[src/rtl/aocl_pkg.sv]
package aocl_pkg;
    // register addresses
    localparam logic [4:0]  ADDR_CONV      = 5'h00;
    localparam logic [4:0]  ADDR_MAP_FIRST = 5'h09;
    localparam logic [4:0]  ADDR_KEY       = 5'h1f;
    // controller-side register offsets
    localparam logic [3:0]  OFS_CTRL       = 4'h0;
    localparam logic [3:0]  OFS_STAT       = 4'h1;
    localparam logic [3:0]  OFS_DATA       = 4'h2;
    localparam logic [3:0]  OFS_CRC        = 4'h3;
    localparam logic [3:0]  OFS_MAPWR      = 4'h4;
    // key and checksum constants
    localparam logic [7:0]  UNLOCK_KEY     = 8'ha5;
    localparam logic [15:0] CRC_POLY       = 16'h8005;
    localparam logic [15:0] CRC_INIT       = 16'h0000;
    localparam logic [15:0] CRC_GOOD       = 16'h0000;
    localparam int          DATA_W         = 24;
    localparam int          MAP_DEPTH      = 32;
    localparam int          MAP_PERIODS    = 10;
    localparam logic [3:0]  MAP_PERIODS_M1 = 4'h9;
    // clock division
    localparam int          SYS_CLK_HZ     = 10_000_000;
    localparam int          DIVIDED_DIGITAL_CLOCK_HZ       = 2_500_000;
    localparam int          DIVIDED_DIGITAL_CLOCK_DIV      = SYS_CLK_HZ / DIVIDED_DIGITAL_CLOCK_HZ;
    localparam int          SCK_HALF       = 2;
    // status bit positions
    localparam int          BIT_CRC_EN     = 0;
    localparam int          BIT_WIDTH32    = 1;
    localparam int          BIT_INT_EN     = 2;
    localparam int          BIT_EXTERNAL_CLOCK_SELECT     = 3;

    // crc-16 update, one bit, msb first
    function automatic logic [15:0] aocl_crc_bit(input logic [15:0] c, input logic b);
        aocl_crc_bit = {c[14:0], 1'b0} ^ ((c[15] ^ b) ? CRC_POLY : CRC_INIT);
    endfunction : aocl_crc_bit

    typedef enum logic [4:0] {
        AOCL_IDLE = 5'b00001,
        AOCL_CMD  = 5'b00010,
        AOCL_DATA = 5'b00100,
        AOCL_CRC  = 5'b01000,
        AOCL_DONE = 5'b10000
    } aocl_state_t;
endpackage : aocl_pkg

[src/rtl/aocl_if.sv]
`timescale 1ns/1ps
interface aocl_if;
    logic       sck;            // serial clock from host (sampled)
    logic       cs_n;           // chip select, active low
    logic       sdi;            // host to device data
    logic       sdo;            // device to host data
    logic       sdo_oe;         // device drives sdo
    logic       sample_ready_pin_n; // active-low ready / map alarm
    logic       interface_select_pin; // 0 spi, 1 two-wire
    modport device (input sck, cs_n, sdi, interface_select_pin,
                    output sdo, sdo_oe, sample_ready_pin_n);
    modport host (output sck, cs_n, sdi, interface_select_pin,
                  input sdo, sdo_oe, sample_ready_pin_n);
endinterface : aocl_if

[src/rtl/aocl_device.sv]
// Strobed register access is this design's own decision.
`timescale 1ns/1ps
// Behaviour
// - first latch captures result on ready event
// - second latch freezes result at read start
// - host reads all result bits before next
// - host waits output-valid delay after ready edge
// - ready flag exposed, reads 0 when fresh; here the flag register is kept internal and is not read out
// - checksum appended after each read set
// - checksum polynomial is 0x8005
// - 32-bit format pads two zero bytes
// - checksum value always sixteen bits
// - host keeps data width matching checksum width
// - host expects zero remainder over sequence
// - key register unlocks writes at 0xa5
// - locked map ignores writes except key
// - map checksum runs only while locked
// - map checksum every ten divided-clock periods
// - map checksum covers 0x09 to 0x1f
// - reset clears map checksum field
// - first locked checksum becomes reference
// - mismatch with interrupt enable holds pin low
// - powers up unlocked with no alarm
// - mode pin selects interface when external_clock_select
// - interface choice latched at reset release
// - locked alarm latches ready pin low
module aocl_device #(
    parameter int DIVIDED_DIGITAL_CLOCK_DIV = aocl_pkg::DIVIDED_DIGITAL_CLOCK_DIV
) (
    input  wire logic        i_sys_clk,
    input  wire logic        i_arst_n,
    aocl_if.device           link,
    input  wire logic        i_sample_valid,
    input  wire logic [23:0] i_sample,
    output logic             o_two_wire_mode,
    output logic             o_locked,
    output logic [15:0]      o_map_checksum
);
    // register map storage, 8-bit per address (config image)
    logic [7:0]  map_reg [aocl_pkg::MAP_DEPTH];
    logic [7:0]  key_reg;
    logic [7:0]  status_comm_register;
    logic [23:0] first_latch_reg;
    logic [23:0] second_latch_reg;
    logic        sample_ready_flag_reg;
    logic        mode_reg;
    logic        mode_taken_reg;
    logic        sck_d_reg;
    logic [15:0] map_checksum_field;
    logic [15:0] map_ref_reg;
    logic        ref_valid_reg;
    logic        alarm_reg;
    logic [7:0]  div_cnt_reg;
    logic        dm_tick;
    logic [3:0]  period_cnt_reg;
    logic [15:0] calc_reg;
    logic [7:0]  shift_reg;
    logic [2:0]  bit_cnt_reg;
    logic [4:0]  addr_reg;
    logic        rd_reg;
    logic [15:0] comm_checksum_value;
    logic [5:0]  out_cnt_reg;
    aocl_pkg::aocl_state_t state_reg;
    logic        locked;
    logic        sck_rise;
    logic        sck_fall;
    logic        cmd_done;
    logic [15:0] map_crc_calc;
    logic [23:0] key_crc;

    // key byte above checksum field, as read back from the key address
    assign key_crc = {key_reg, map_checksum_field};

    assign locked    = (key_reg != aocl_pkg::UNLOCK_KEY);
    assign sck_rise  = link.sck & ~sck_d_reg & ~link.cs_n;
    assign sck_fall  = ~link.sck & sck_d_reg & ~link.cs_n;
    assign cmd_done  = sck_rise && (bit_cnt_reg == 3'h7) && (state_reg == aocl_pkg::AOCL_CMD);
    assign o_locked  = locked;
    assign o_map_checksum = map_checksum_field;

    // interface choice caught at first edge after reset release
    always_ff @(posedge i_sys_clk or negedge i_arst_n) begin
        if (!i_arst_n) begin
            mode_reg       <= 1'b0;
            mode_taken_reg <= 1'b0;
        end else if (!mode_taken_reg) begin
            mode_taken_reg <= 1'b1;
            mode_reg       <= status_comm_register[aocl_pkg::BIT_EXTERNAL_CLOCK_SELECT]
                              & link.interface_select_pin;
        end
    end
    assign o_two_wire_mode = mode_reg;

    // first latch and ready flag
    always_ff @(posedge i_sys_clk or negedge i_arst_n) begin
        if (!i_arst_n) begin
            first_latch_reg       <= 24'h000000;
            sample_ready_flag_reg <= 1'b1;
        end else if (i_sample_valid) begin
            first_latch_reg       <= i_sample;
            sample_ready_flag_reg <= 1'b0;
        end else if (state_reg == aocl_pkg::AOCL_DATA && rd_reg && out_cnt_reg == 6'h00) begin
            sample_ready_flag_reg <= 1'b1;
        end
    end

    // sck edge tracking
    always_ff @(posedge i_sys_clk or negedge i_arst_n) begin
        if (!i_arst_n) sck_d_reg <= 1'b0;
        else           sck_d_reg <= link.sck;
    end

    // spi engine: command byte, then data words, then checksum
    always_ff @(posedge i_sys_clk or negedge i_arst_n) begin
        if (!i_arst_n) begin
            state_reg           <= aocl_pkg::AOCL_IDLE;
            shift_reg           <= 8'h00;
            bit_cnt_reg         <= 3'h0;
            addr_reg            <= 5'h00;
            rd_reg              <= 1'b0;
            second_latch_reg    <= 24'h000000;
            comm_checksum_value <= aocl_pkg::CRC_INIT;
            out_cnt_reg         <= 6'h00;
            link.sdo            <= 1'b0;
        end else if (link.cs_n) begin
            state_reg   <= aocl_pkg::AOCL_IDLE;
            bit_cnt_reg <= 3'h0;
        end else begin
            case (state_reg)
                aocl_pkg::AOCL_IDLE: begin
                    state_reg <= aocl_pkg::AOCL_CMD;
                end
                aocl_pkg::AOCL_CMD: begin
                    if (sck_rise) begin
                        shift_reg   <= {shift_reg[6:0], link.sdi};
                        bit_cnt_reg <= bit_cnt_reg + 3'h1;
                    end
                    if (cmd_done) begin
                        addr_reg <= shift_reg[4:0];
                        rd_reg   <= link.sdi;
                        comm_checksum_value <= aocl_pkg::CRC_INIT;
                        out_cnt_reg <= 6'd23;
                        second_latch_reg <= first_latch_reg;
                        state_reg <= link.sdi ? aocl_pkg::AOCL_DATA : aocl_pkg::AOCL_DONE;
                    end
                end
                aocl_pkg::AOCL_DATA: begin
                    // reads of ADDR_CONV return the held sample; other addresses return the key byte and map checksum
                    if (rd_reg) begin
                        link.sdo <= (addr_reg == aocl_pkg::ADDR_CONV)
                                    ? second_latch_reg[out_cnt_reg[4:0]]
                                    : key_crc[out_cnt_reg[4:0]];
                        if (sck_fall) begin
                            comm_checksum_value <= aocl_pkg::aocl_crc_bit(comm_checksum_value,
                                link.sdo);
                            if (out_cnt_reg == 6'h00) begin
                                state_reg <= status_comm_register[aocl_pkg::BIT_CRC_EN]
                                    ? aocl_pkg::AOCL_CRC : aocl_pkg::AOCL_CMD;
                                out_cnt_reg <= status_comm_register[aocl_pkg::BIT_WIDTH32]
                                    ? 6'd31 : 6'd15;
                            end else begin
                                out_cnt_reg <= out_cnt_reg - 6'h01;
                            end
                        end
                    end
                end
                aocl_pkg::AOCL_CRC: begin
                    // checksum high byte first, zero padding after sixteen bits
                    link.sdo <= (out_cnt_reg > 6'd15) ? comm_checksum_value[out_cnt_reg[3:0]]
                              : (status_comm_register[aocl_pkg::BIT_WIDTH32] ? 1'b0
                              : comm_checksum_value[out_cnt_reg[3:0]]);
                    if (sck_fall) begin
                        if (out_cnt_reg == 6'h00) begin
                            state_reg   <= aocl_pkg::AOCL_DATA;
                            out_cnt_reg <= 6'd23;
                            second_latch_reg <= first_latch_reg;
                            comm_checksum_value <= aocl_pkg::CRC_INIT;
                        end else begin
                            out_cnt_reg <= out_cnt_reg - 6'h01;
                        end
                    end
                end
                aocl_pkg::AOCL_DONE: begin
                    // write frame: collect the data byte after the command
                    if (sck_rise) begin
                        shift_reg   <= {shift_reg[6:0], link.sdi};
                        bit_cnt_reg <= bit_cnt_reg + 3'h1;
                    end
                end
                default: state_reg <= aocl_pkg::AOCL_IDLE;
            endcase
        end
    end
    assign link.sdo_oe = ~link.cs_n & rd_reg
                         & (state_reg == aocl_pkg::AOCL_DATA || state_reg == aocl_pkg::AOCL_CRC);

    // key and status writes over the link (byte after command)
    always_ff @(posedge i_sys_clk or negedge i_arst_n) begin
        if (!i_arst_n) begin
            key_reg              <= aocl_pkg::UNLOCK_KEY;
            status_comm_register <= 8'h08;
            for (int i = 0; i < aocl_pkg::MAP_DEPTH; i++) map_reg[i] <= 8'h00;
        end else if (state_reg == aocl_pkg::AOCL_DONE && sck_rise && bit_cnt_reg == 3'h7) begin
            if (addr_reg == aocl_pkg::ADDR_KEY) key_reg <= {shift_reg[6:0], link.sdi};
            else if (!locked && addr_reg >= aocl_pkg::ADDR_MAP_FIRST) begin
                map_reg[addr_reg] <= {shift_reg[6:0], link.sdi};
                if (addr_reg == aocl_pkg::ADDR_MAP_FIRST)
                    status_comm_register <= {shift_reg[6:0], link.sdi};
            end
        end
    end

    // divided digital clock enable
    always_ff @(posedge i_sys_clk or negedge i_arst_n) begin
        if (!i_arst_n) div_cnt_reg <= 8'h00;
        else if (dm_tick) div_cnt_reg <= 8'h00;
        else div_cnt_reg <= div_cnt_reg + 8'h01;
    end
    assign dm_tick = (div_cnt_reg == 8'(DIVIDED_DIGITAL_CLOCK_DIV - 1));

    // map checksum over 0x09..0x1f, ready flag as 1, field as 0
    always_comb begin
        map_crc_calc = aocl_pkg::CRC_INIT;
        for (int a = aocl_pkg::ADDR_MAP_FIRST; a < aocl_pkg::MAP_DEPTH - 1; a++)
            for (int b = 7; b >= 0; b--)
                map_crc_calc = aocl_pkg::aocl_crc_bit(map_crc_calc,
                    (a == aocl_pkg::ADDR_MAP_FIRST && b == 7) ? 1'b1 : map_reg[a][b]);
        for (int b = 7; b >= 0; b--)
            map_crc_calc = aocl_pkg::aocl_crc_bit(map_crc_calc, key_reg[b]);
        for (int b = 15; b >= 0; b--)
            map_crc_calc = aocl_pkg::aocl_crc_bit(map_crc_calc, 1'b0);
    end

    // periodic map check, reference and alarm
    always_ff @(posedge i_sys_clk or negedge i_arst_n) begin
        if (!i_arst_n) begin
            period_cnt_reg     <= 4'h0;
            map_checksum_field <= 16'h0000;
            map_ref_reg        <= 16'h0000;
            ref_valid_reg      <= 1'b0;
            alarm_reg          <= 1'b0;
            calc_reg           <= 16'h0000;
        end else if (!locked) begin
            period_cnt_reg     <= 4'h0;
            map_checksum_field <= 16'h0000;
            ref_valid_reg      <= 1'b0;
            alarm_reg          <= 1'b0;
        end else if (dm_tick) begin
            if (period_cnt_reg == aocl_pkg::MAP_PERIODS_M1) begin
                period_cnt_reg     <= 4'h0;
                calc_reg           <= map_crc_calc;
                map_checksum_field <= map_crc_calc;
                if (!ref_valid_reg) begin
                    map_ref_reg   <= map_crc_calc;
                    ref_valid_reg <= 1'b1;
                end else if (map_crc_calc != map_ref_reg
                             && status_comm_register[aocl_pkg::BIT_INT_EN]) begin
                    alarm_reg <= 1'b1;
                end
            end else begin
                period_cnt_reg <= period_cnt_reg + 4'h1;
            end
        end
    end

    // ready pin low on fresh sample or held alarm
    assign link.sample_ready_pin_n = ~(alarm_reg | i_sample_valid);
endmodule : aocl_device

[src/flat_wrapper.sv]
// flat-port wrapper written by rule: the top's interface ports become plain ports
module aocl_device_flat 
#(
    parameter int DIVIDED_DIGITAL_CLOCK_DIV = aocl_pkg::DIVIDED_DIGITAL_CLOCK_DIV
)
  (i_sys_clk, i_arst_n, i_sample_valid, i_sample, o_two_wire_mode, o_locked, o_map_checksum, link_sck, link_cs_n, link_sdi, link_interface_select_pin, link_sdo, link_sdo_oe, link_sample_ready_pin_n);
  aocl_if link_i ();
  input  wire logic i_sys_clk;
  input  wire logic i_arst_n;
  input  wire logic i_sample_valid;
  input  wire logic [23:0] i_sample;
  output logic o_two_wire_mode;
  output logic o_locked;
  output logic [15:0] o_map_checksum;
  input wire logic [$bits(link_i.sck)-1:0] link_sck;
  input wire logic [$bits(link_i.cs_n)-1:0] link_cs_n;
  input wire logic [$bits(link_i.sdi)-1:0] link_sdi;
  input wire logic [$bits(link_i.interface_select_pin)-1:0] link_interface_select_pin;
  output wire logic [$bits(link_i.sdo)-1:0] link_sdo;
  output wire logic [$bits(link_i.sdo_oe)-1:0] link_sdo_oe;
  output wire logic [$bits(link_i.sample_ready_pin_n)-1:0] link_sample_ready_pin_n;
  assign link_i.sck = link_sck;
  assign link_i.cs_n = link_cs_n;
  assign link_i.sdi = link_sdi;
  assign link_i.interface_select_pin = link_interface_select_pin;
  assign link_sdo = link_i.sdo;
  assign link_sdo_oe = link_i.sdo_oe;
  assign link_sample_ready_pin_n = link_i.sample_ready_pin_n;
  aocl_device #(.DIVIDED_DIGITAL_CLOCK_DIV(DIVIDED_DIGITAL_CLOCK_DIV)) u_core (.i_sys_clk(i_sys_clk), .i_arst_n(i_arst_n), .link(link_i), .i_sample_valid(i_sample_valid), .i_sample(i_sample), .o_two_wire_mode(o_two_wire_mode), .o_locked(o_locked), .o_map_checksum(o_map_checksum));
endmodule
[config.mk]
export PLATFORM = sky130hd
export DESIGN_NAME = aocl_device_flat
export DESIGN_NICKNAME = d
export VERILOG_FILES = /design/src/rtl/aocl_pkg.sv /design/src/rtl/aocl_if.sv /design/src/rtl/aocl_device.sv /design/src/flat_wrapper.sv
export SDC_FILE = /design/constraint.sdc
export NUM_CORES = 1
export LEC_CHECK = 0
export BUFFER_PORTS_ARGS = -buffer_cell sky130_fd_sc_hd__buf_2
export CORE_ASPECT_RATIO = 1.2
export CORE_MARGIN = 5
export CORE_UTILIZATION = 49
export CTS_CLUSTER_DIAMETER = 30
export CTS_CLUSTER_SIZE = 28
export DETAILED_ROUTE_END_ITERATION = 12
export PLACE_DENSITY = 0.62
export REMOVE_ABC_BUFFERS = 1
export SLEW_MARGIN = 20
export SYNTH_ARGS = -nofsm -noshare
export SYNTH_HDL_FRONTEND = slang
export SYNTH_SLANG_ARGS = --single-unit
[constraint.sdc]
create_clock -name i_sys_clk -period 8.8 [get_ports i_sys_clk]
set_input_delay 0.88 -clock i_sys_clk [delete_from_list [all_inputs] [get_ports i_sys_clk]]
set_output_delay 0.88 -clock i_sys_clk [all_outputs]
set_load 0.03 [all_outputs]
## Yosys cells after proc, flatten, opt, wreduce, memory -nomap -nowiden

Cells that the tools add are included.

- Bitwise logic cells: 398
- Magnitude comparators: 6
- $add $sub $neg: 4
- Equality and inequality tests: 28
- Reductions and logical operators: 31
- Muxes and demuxes: 260

Operators by type and width:

| cell | count |
|---|---|
| 16-bit 2-to-1 mux | 208 |
| 16-bit XOR | 199 |
| 256-bit bitwise mux | 1 |
| 1-bit XOR | 183 |
| 24-bit 2-to-1 mux | 3 |
| 16-bit case mux with 3 select lines | 1 |
| 24-bit case mux with 2 select lines | 1 |
| 5-bit 2-to-1 mux | 9 |
| 8-bit demux with 5-bit select | 1 |
| 6-bit 2-to-1 mux | 6 |
| 5-bit case mux with 5 select lines | 1 |
| 3-bit by 2-bit inequality test with 1-bit output, second input constant | 6 |
| 6-bit case mux with 3 select lines | 1 |
| 4-bit 2-to-1 mux | 4 |
| 8-bit 2-to-1 mux | 2 |
| 16-bit inequality test | 1 |
| 1-bit 2-to-1 mux | 15 |
| 2-bit by 1-bit inequality test with 1-bit output, second input constant | 7 |
| 7-bit AND reduction | 2 |
| 3-bit AND reduction | 4 |
| 4-bit AND reduction | 3 |
| 1-bit binary-select mux with 5-bit select | 2 |
| 5-bit by 4-bit equality test with 1-bit output, second input constant | 2 |
| 5-bit equality test, second input constant | 2 |
| other kinds (37) | 63 |

- Logic and storage cells: 780
- Input bits: 31
- Flip-flop bits (word level): 409
- Output and inout port bits: 21

## Logic depth before layout (Yosys ltp)

Gate-level depths: netlist (run 1).

- Depth in word-level cells: 586
- Depth in mapped cells: 15
- Mapped depth without buffers: 14

## Least setup slack after synthesis (run 1)

No wires, ideal clock.

- Path type: register to register
- From: reg u_core.map_reg[173] in the netlist's numbering
- To: reg u_core.alarm_reg
- Library setup time: 133 ps
- Arrival time: 5058 ps
- Path slack: 3609 ps
- Buffers on the path: 0
- Cell stages (with the launch flop): 15
- Required time: 8667 ps
- Clock period less this slack: 5191 ps
- Cell sequence: dfrtp_1 -> xnor3_2 -> xnor3_2 -> xnor3_2 -> xor2_1 -> xnor3_2 -> xnor3_2 -> xnor2_1 -> xnor3_2 -> xnor3_1 -> xnor2_1 -> xnor3_2 -> or4_1 -> o211ai_1 -> a31oi_1

RTL lines:

| what | RTL line | text |
|---|---|---|
| start: declaration | aocl_device.sv:40 | `logic [7:0] map_reg [aocl_pkg::MAP_DEPTH];` |
| start signal: indexed assignment | aocl_device.sv:206 | `map_reg[addr_reg] <= {shift_reg[6:0], link.sdi};` |
| end signal: assignment | aocl_device.sv:241 | `alarm_reg <= 1'b0;` |
| end signal: assignment | aocl_device.sv:247 | `alarm_reg <= 1'b0;` |
| end signal: assignment | aocl_device.sv:258 | `alarm_reg <= 1'b1;` |
| end: declaration | aocl_device.sv:52 | `logic alarm_reg;` |

==> results of run 1 <==
-- cells in the final DEF, fill, tap and decap left out, types with 25 or more instances in the layout --
| master | instances |
|---|---|
| o21ai_0 | 30 |
| dfrtp_1 | 321 |
| mux2_2 | 264 |
| xnor3_1 | 88 |
| xor2_1 | 80 |
| xnor2_1 | 259 |
| buf_2 | 50 |
| nand2_1 | 81 |
| clkbuf_16 | 79 |
| nor2_1 | 25 |
-- synthesized netlist by cell type (all sizes together), types with 12 or more instances --
cell type / n
a21oi: 18
nand2: 81
xor3: 15
xor2: 83
dfrtp: 322
a22o: 16
clkbuf: 45
xnor3: 100
mux2: 265
o21ai: 32
nand3: 12
nor2: 25
mux4: 20
nor3: 19
xnor2: 266
-- worst max-delay path, stage by stage, from the launching register on --
cell and delay, ns:
dfrtp_1 0.42, xnor3_2 0.50, xnor3_2 0.42, xnor3_2 0.41, xor2_1 0.40, xnor3_2 0.54, xnor3_2 0.40, xnor2_1 0.24
xnor3_2 0.52, xnor3_1 0.40, xnor2_1 0.17, xnor3_2 0.34, or4_1 0.53, o211ai_1 0.12, a31oi_1 0.10
-- through the flow --
| stage | power [W] | setup WS, ns | area (sq um) | util, % | cells |
|---|---|---|---|---|---|
| CTS | 0.005000 | 3.121 | 22740 | 58.83 | 2094 |
| finish | 0.004943 | 3.152 | 22740 | 58.83 | 2094 |
| global route | 0.005122 | 2.807 | 22740 | 58.83 | 2094 |
| floorplan | 0.001825 | 3.609 | 18920 | - | 1357 |
| global placement | 0.001954 | 3.246 | 19970 | 51.68 | 1951 |
| detailed placement | 0.001962 | 3.149 | 19970 | 51.68 | 1951 |
-- logic make-up (layout without fill, tap and decap cells) --
family	count (synthesis)	in the layout	share of synthesized area (%)
fa+ha+maj	6	6	0.3932
other cells	1	1	0.01964
simple gates	181	181	4.515
compound gates	80	80	2.589
flops	328	328	43.03
mux	287	287	18.11
xor+xnor	464	464	30.22
buf+inv	57	221	1.121
-- where the power goes --
| part | switching [W] | leakage [nW] | internal [W] |
|---|---|---|---|
| logic | 0.000137 | 5.24 | 0.000131 |
| clock network | 0.000912 | 1.34 | 0.00210 |
| registers | 0.0000730 | 4.35 | 0.00159 |
-- final cells by class --
type	instances	area [sq um]	share of cell area, %
Clock inverter	51	676.9	2.977
Tap cell	526	658.1	2.895
Sequential cell	328	8217	36.14
Inverter	10	37.54	0.1651
Timing Repair Buffer	68	392.9	1.728
Multi-Input combinational cell	1019	10670	46.92
Clock buffer	92	2086	9.174
-- final timing paths --
kind | startpoint | end | slack [ns] | depth (start not counted)
setup / recovery | u_core.map_reg[173] | u_core.alarm_reg | 3.15 | 14
hold / removal | i_arst_n | u_core.map_reg[89] | 0.42 | 1
setup reg to reg | u_core.map_reg[173] | u_core.alarm_reg | 3.15 | 14
hold reg to reg | u_core.mode_taken_reg | u_core.o_two_wire_mode | 0.46 | 1
max in group asynchronous | i_arst_n | u_core.shift_reg[0] | 6.78 | 2
min in group i_sys_clk | link_sck | u_core.sck_d_reg | 0.44 | 1
-- metal layers --
layer  track usage [%]  vias up  part of all wire, %
met4             7.903        0                  2.7
met3             3.510       73                  3.3
met5                 0        -                    0
met2             39.24      224                   53
met1             27.61     5754                   41
li1                  -     5124                    -
==> impl_metrics.json, run 1 <==
{
  "peakVddDrop_mv": 0.1556,
  "grt_overflow": 0,
  "rsz0062_at_grt": "no",
  "worstSetupPathType": "reg -> reg",
  "cts_buffer_depth": 3,
  "drc": 0,
  "cts_resized": 0,
  "cts_tree": "yes",
  "synth_area_leader_cell": "dfrtp_1",
  "cts.sinks": 328,
  "grt_start_max_net_pins": 120,
  "fmax_mhz": 177.0,
  "setup_viol": 0,
  "antenna_left": 0,
  "dieHeight_microns": 226.2,
  "cellPowerDensity_nw_per_um2": 217.4,
  "crit_fanout": 5,
  "wl_per_cell_microns": 22.07,
  "syn_area_sq_um": 19090,
  "die_w_microns": 190.2,
  "critPathLaunchType": "flop",
  "via_per_inst": 5.337,
  "min_path_type": "in -> async",
  "skew_ns": 0.01489,
  "grt_pass1_vias": 12050,
  "postCtsHoldBufs": 0,
  "clkTransAtPathRegs_ns": 0.04,
  "io_buffers": 51,
  "finalWeightedCongestion": 0.8438,
  "io_pins": 52,
  "slew_headroom_pct": 32.93,
  "core_sq_um": 38650,
  "hold_slack_ns": 0.4233,
  "wirelength_mm": 46.21,
  "fin_nets": 1541,
  "yosysSeqAreaShare_pct": 43.03,
  "cp.required_ns": 9.25,
  "start_util_pct": 49.40,
  "vias": 11180,
  "syn_area_per_cell_sq_um": 13.60,
  "rows": 79,
  "grt_pass1_wl_mm": 71.68,
  "antenna_cells": 0,
  "dr.pass1.iters": 5,
  "worstMarginPinSlew_ns": 1.006,
  "synth-warning-count": 0,
  "leakagePower_nw": 10.93,
  "layout-drive-gt1-share_pct": 33.35,
  "root_buffer": "clkbuf_16",
  "htreeDepth": 3,
  "post_cts_buffers": 0,
  "hold_viol_final": 0,
  "setup_tns_ns": 0,
  "cts_buffers": 77,
  "ys.flop_type": "dfrtp_1",
  "track_usage_pct": 22.14,
  "antenna_found_initial": 0,
  "netlist-cell-type-count": 52,
  "status": "complete, no violations",
  "largest_reg_flops": 175,
  "synth-edff-count": 0,
  "area_growth_pct": 19.08,
  "synth_cells": 1404,
  "timing.final.crit_share_pct": 64.18,
  "async_flop_share_pct": 100.0,
  "dieArea_sq_um": 43030,
  "yosysTopAreaCellShare_pct": 42.20,
  "finalCriticalPeriod_ns": 5.648,
  "slew_viol_final": 0,
  "synth-seq-cells": 328,
  "fillers": 3106,
  "endpoint_kind": "flop",
  "initialDrtViolationCount": 469,
  "arrival_ns": 6.09,
  "synth_area_leaders": "dfrtp_1 42%, mux2_2 16%, xnor2_1 12%",
  "place_hpwl_mm": 32.16,
  "cap_viol_max_count": 0,
  "clock_latency_ns": 0.58
}
Note: power is estimated with default switching activity, not from simulation.
==> run 2: changes to the inputs <==
clock period = 5.7 ns   (was 8.8 ns; I/O delays follow)
==> impl_metrics.json, run 2 (synthesis results as in run 1) <==
{
  "critical_path.cell_chain": "xnor3_1 > xnor2_2 > xnor3_1 > xnor3_1 > xnor3_2 > xnor3_2 > xnor2_1 > xnor3_2 > xnor3_1 > xnor2_1 > xnor3_2 > or4_1 > o211ai_1 > a31oi_1",
  "dpl.cell_count": 1968,
  "clock_latency_ns": 0.60,
  "root_buffer": "clkbuf_16",
  "final_util_pct": 58.98,
  "seqPwrFrac_pct": 34.0,
  "postCtsHoldBufs": 0,
  "worstSetupPathType": "reg -> reg",
  "die_w_microns": 190.2,
  "cp_top_family": "XOR/XNOR gates",
  "start_util_pct": 49.40,
  "place_hpwl_mm": 32.21,
  "via_per_inst": 5.366,
  "area_growth_pct": 19.39,
  "setup_slack_ns": 0.2475,
  "dr.pass1.iters": 5,
  "final_common_cell": "dfrtp_1",
  "drc": 0,
  "status": "finished, violations left",
  "core_sq_um": 38650,
  "switchingPower_w": 0.001743,
  "finalCriticalPeriod_ns": 5.452,
  "io_buffers": 51,
  "m1WireLength_mm": 18.64,
  "layout-drive-gt1-share_pct": 33.67,
  "track_usage_pct": 22.24,
  "wirelength_mm": 46.46,
  "clkTransAtPathRegs_ns": 0.05,
  "wl_per_cell_microns": 22.09,
  "stdcell_count": 2103,
  "rows": 79,
  "cts_buffer_depth": 3,
  "cts.sinks": 328,
  "placed_cell_area_sq_um": 20120,
  "post_cts_buffers": 0,
  "pre_cts_ws_ns": 0.2413,
  "r2r_setup_slack_ns": 0.25,
  "antenna_found_initial": 0,
  "cp.required_ns": 6.16,
  "dieHeight_microns": 226.2,
  "slew_viol_final": 0,
  "initialDrtViolationCount": 461,
  "pwr-share-comb_pct": 6.2,
  "crit_fanout": 5,
  "finalWeightedCongestion": 0.8557,
  "peakVddDrop_mv": 0.2838,
  "top_layer": "met4",
  "fin_nets": 1556,
  "io_pins": 52,
  "min_path_type": "in -> async",
  "dieArea_sq_um": 43030,
  "skew_ns": 0.03229,
  "cap_viol_max_count": 0,
  "timing.final.crit_share_pct": 95.66,
  "endpoint_kind": "flop",
  "intPower_w": 0.005670,
  "wl_met3_mm": 1.810,
  "leakagePower_nw": 10.95,
  "final_cell_mix": "322 x dfrtp_1, 264 x mux2_2, 259 x xnor2_1, 88 x xnor3_1, 81 x nand2_1",
  "violations": "hold timing",
  "cts_buffers": 75,
  "fillers": 3138,
  "slowest_stage": "xnor3_1",
  "setup_tns_ns": 0,
  "setup_viol": 0,
  "grt_start_max_net_pins": 129,
  "critical_path_buf_inv_count": 0,
  "antenna_left": 0,
  "p_clk_share_pct": 59.8,
  "cts_tree": "yes",
  "register_area_sq_um": 8215,
  "wl_met2_mm": 24.00,
  "hold_viol_final": 13,
  "critPathLaunchType": "flop",
  "vias": 11280,
  "max_stage_delay_ns": 0.52,
  "arrival_ns": 5.92,
  "finish.instance_area_sq_um": 22790,
  "largest_reg_flops": 175,
  "switching_share_pct": 23.51,
  "grt_pass1_vias": 12200,
  "hold_slack_ns": -0.03193,
  "antenna_cells": 0,
  "worstMarginPinSlew_ns": 1.020,
  "grt_overflow": 0,
  "multiInputGateArea_sq_um": 10680,
  "htreeDepth": 3,
  "cellPowerDensity_nw_per_um2": 325.2,
  "rsz0062_at_grt": "no",
  "grt_pass1_wl_mm": 72.29,
  "fmax_mhz": 183.4,
  "slew_headroom_pct": 31.97
}
[run 2: cell count changes in the layout (fill, tap and decap cells not counted), sizes merged]
cell      change
inv           -1
clkbuf        +2
buf          +17
bufinv        -4
clkinvlp      -1
clkinv        -4
[run 2: worst paths after layout]
kind	from	endpoint	cells after the start
hold reg to reg	u_core.mode_taken_reg	u_core.o_two_wire_mode	1
setup / recovery	u_core.map_reg[169]	u_core.alarm_reg	14
hold / removal	i_arst_n	u_core.map_reg[87]	1
min in group i_sys_clk	link_sck	u_core.sck_d_reg	1
setup reg to reg	u_core.map_reg[169]	u_core.alarm_reg	14
max in group asynchronous	i_arst_n	u_core.map_reg[91]	2
[run 2: timing repair]
| action | in CTS | in global routing |
|---|---|---|
| gates resized for setup | 0 | 3 |
| endpoints found under the hold margin | 0 | 0 |
| setup endpoints to repair | 0 | 1 |
[run 2: power groups by stage]
stage	clock (W)	sequential [W]	combinational, W
3_5_place_dp	0	0.00256	0.000477
6_report	0.00443	0.00252	0.000461
3_3_place_gp	0	0.00255	0.000468
5_1_grt	0.00465	0.00254	0.000512
2_1_floorplan	0	0.00256	0.000253
4_1_cts	0.00452	0.00252	0.000478
[run 2: metrics by stage]
step / total power [W] / hold slack [ns]
after floorplan: 0.002817 / 0.2744
after global placement: 0.003021 / 0.4469
after detailed placement: 0.003035 / 0.4542
after CTS: 0.007521 / 0.0007124
after global routing: 0.007697 / 0.01688
final: 0.007413 / -0.03193
[run 2: routing by layer]
layer,track usage (%),up-vias
li1,-,5148
met1,26.86,5777
met2,38.87,262
met3,3.865,97
met4,10.45,0
met5,0,-
[run 2: area by class of cell]
cell class                 instances  share of cell area, %
tap                              526                  2.887
sequential                       328                  36.04
multi-input combinational       1019                  46.87
clock inverter                    41                  2.695
timing repair buffer              85                  2.393
inverter                          10                 0.1647
clock buffer                      94                  8.942
==> run 3: changes to the inputs <==
CELL_PAD_IN_SITES_DETAIL_PLACEMENT = 1   (was default)
CELL_PAD_IN_SITES_GLOBAL_PLACEMENT = 2   (was default)
CORE_UTILIZATION = 46   (was 49)
PLACE_DENSITY = 0.78   (was 0.62)
==> impl_metrics.json, run 3 (synthesis results as in run 1) <==
{
  "status": "complete, no violations",
  "crit_fanout": 5,
  "clock_latency_ns": 0.60,
  "cts_buffer_depth": 3,
  "use_met3_pct": 3.938,
  "endpoint_kind": "flop",
  "start_util_pct": 46.63,
  "setup_viol": 0,
  "register_area_sq_um": 8218,
  "dr.pass1.iters": 4,
  "final_common_cell": "dfrtp_1",
  "leakagePower_nw": 11.04,
  "drc": 0,
  "cp.required_ns": 6.17,
  "cts_tree": "yes",
  "cp_top_family": "XOR/XNOR gates",
  "cap_viol_max_count": 0,
  "top_usage_layer": "met2",
  "htreeDepth": 3,
  "setup_tns_ns": 0,
  "core_sq_um": 40940,
  "max_stage_delay_ns": 0.54,
  "intPower_w": 0.006004,
  "peakVddDrop_mv": 0.2702,
  "hold_depth": 1,
  "worstSetupPathType": "reg -> reg",
  "slowest_stage": "xor3_2",
  "die_w_microns": 196.0,
  "hold_slack_ns": 0.1062,
  "worstMarginPinSlew_ns": 1.068,
  "wirelength_mm": 50.80,
  "via_per_inst": 5.368,
  "rows": 81,
  "critical_path.cell_chain": "xor3_2 > xnor3_1 > xnor3_2 > xnor3_2 > xnor3_2 > xnor3_2 > xnor2_1 > xnor3_2 > xnor3_1 > xnor2_1 > xnor3_2 > or4_1 > o211ai_1 > a31oi_1",
  "slew_viol_final": 0,
  "ff2ff_path_depth": 14,
  "timing.final.crit_share_pct": 97.32,
  "clkTransAtPathRegs_ns": 0.05,
  "grt_pass1_vias": 12960,
  "met2_usage_pct": 39.58,
  "switching_share_pct": 22.99,
  "fin_nets": 1552,
  "seqPwrFrac_pct": 33.1,
  "hold_viol_final": 0,
  "antenna_found_initial": 0,
  "path_depth": 14,
  "antenna_left": 0,
  "finalWeightedCongestion": 0.8479,
  "grt_pass1_wl_mm": 78.97,
  "skew_ns": 0.02676,
  "track_usage_pct": 22.74,
  "antenna_cells": 0,
  "arrival_ns": 6.01,
  "pwr-share-comb_pct": 5.4,
  "cts.sinks": 328,
  "cts_buffers": 78,
  "wl_per_cell_microns": 24.00,
  "io_pins": 52,
  "area_growth_pct": 20.36,
  "cellPowerDensity_nw_per_um2": 339.3,
  "vias": 11360,
  "grt_overflow": 0,
  "slew_headroom_pct": 28.82,
  "io_buffers": 51,
  "final_cell_mix": "320 x dfrtp_1, 264 x mux2_2, 257 x xnor2_1, 87 x xnor3_1, 81 x nand2_1",
  "post_cts_buffers": 0,
  "min_path_type": "in -> reg",
  "place_hpwl_mm": 34.43,
  "layout-drive-gt1-share_pct": 34.22,
  "critPathLaunchType": "flop",
  "multiInputGateArea_sq_um": 10690,
  "largest_reg_flops": 175,
  "grt_start_max_net_pins": 174,
  "placed_cell_area_sq_um": 20090,
  "critical_path_buf_inv_count": 0,
  "dieHeight_microns": 233.2,
  "finalCriticalPeriod_ns": 5.547,
  "switchingPower_w": 0.001792,
  "fillers": 3954,
  "fmax_mhz": 180.3,
  "crit_top_cell": "xnor3_2",
  "initialDrtViolationCount": 457,
  "finish.instance_area_sq_um": 22980,
  "root_buffer": "clkbuf_16",
  "met1_usage_pct": 28.13,
  "dieArea_sq_um": 45700,
  "total_power_w": 0.007796,
  "p_clk_share_pct": 61.5
}
## run 3: changes by cell type in the layout (fill, tap and decap cells not counted), moves of 2 or more
cell / change
clkbuf_1: -5
dfrtp_2: +2
inv_6: +4
clkinv_16: -3
clkinv_4: +2
clkbuf_16: +4
bufinv_16: +4
xnor2_1: -2
clkbuf_8: +4
dfrtp_1: -2
xnor2_2: +2
buf_4: -8
## run 3: repair_timing
action	4_1_cts	5_1_grt
gates resized for setup	0	4
hold endpoints to repair	30	0
hold buffers	1	0
setup endpoints to repair	0	2
## run 3: layer usage
metal / vias to the layer above / part of all wire, %
li1: 5138 / -
met3: 89 / 3.9
met1: 5916 / 41
met5: - / 0
met4: 0 / 3.5
met2: 220 / 51
## run 3: power by group through the flow
stage	Clock [W]	Combinational (W)	Sequential (W)
global route	0.00502	0.000466	0.00260
CTS	0.00488	0.000431	0.00258
finish	0.00480	0.000419	0.00258
floorplan	0	0.000253	0.00256
detailed placement	0	0.000425	0.00261
global placement	0	0.000412	0.00261
## run 3: area by class of cell
cell class | instances | share of cell area (%)
well taps | 539 | 2.935
clock inverters | 46 | 2.978
multi-input cells | 1019 | 46.54
inverters | 10 | 0.1634
clock buffers | 97 | 9.464
flip-flops and latches | 328 | 35.76
repair buffers | 78 | 2.156
## run 3: path summary, 6_finish.rpt
check                                 startpoint                      to  slack, ns
setup / recovery             u_core.map_reg[170]        u_core.alarm_reg       0.15
hold / removal                          link_sck        u_core.sck_d_reg       0.11
setup reg to reg             u_core.map_reg[170]        u_core.alarm_reg       0.15
hold reg to reg            u_core.mode_taken_reg  u_core.o_two_wire_mode       0.47
max in group asynchronous               i_arst_n         u_core.link.sdo       3.93
min in group asynchronous               i_arst_n      u_core.map_reg[87]       0.45
## run 3: worst reg2reg max path, cell delays in order, from the launching register on
cell and delay (ns):
dfrtp_1 0.44, xor3_2 0.54, xnor3_1 0.42, xnor3_2 0.40
xnor3_2 0.29, xnor3_2 0.44, xnor3_2 0.41, xnor2_1 0.26
xnor3_2 0.52, xnor3_1 0.40, xnor2_1 0.18, xnor3_2 0.35
or4_1 0.54, o211ai_1 0.11, a31oi_1 0.11
## run 3: through the flow
step	cells	util (%)	worst slack, ns
6_report	2117	56.12	0.1528
5_1_grt	2117	56.12	-0.008417
4_1_cts	2117	56.06	0.08783
3_5_place_dp	1973	49.06	0.1757
3_3_place_gp	1973	49.05	0.3065
2_1_floorplan	1357	-	0.5087
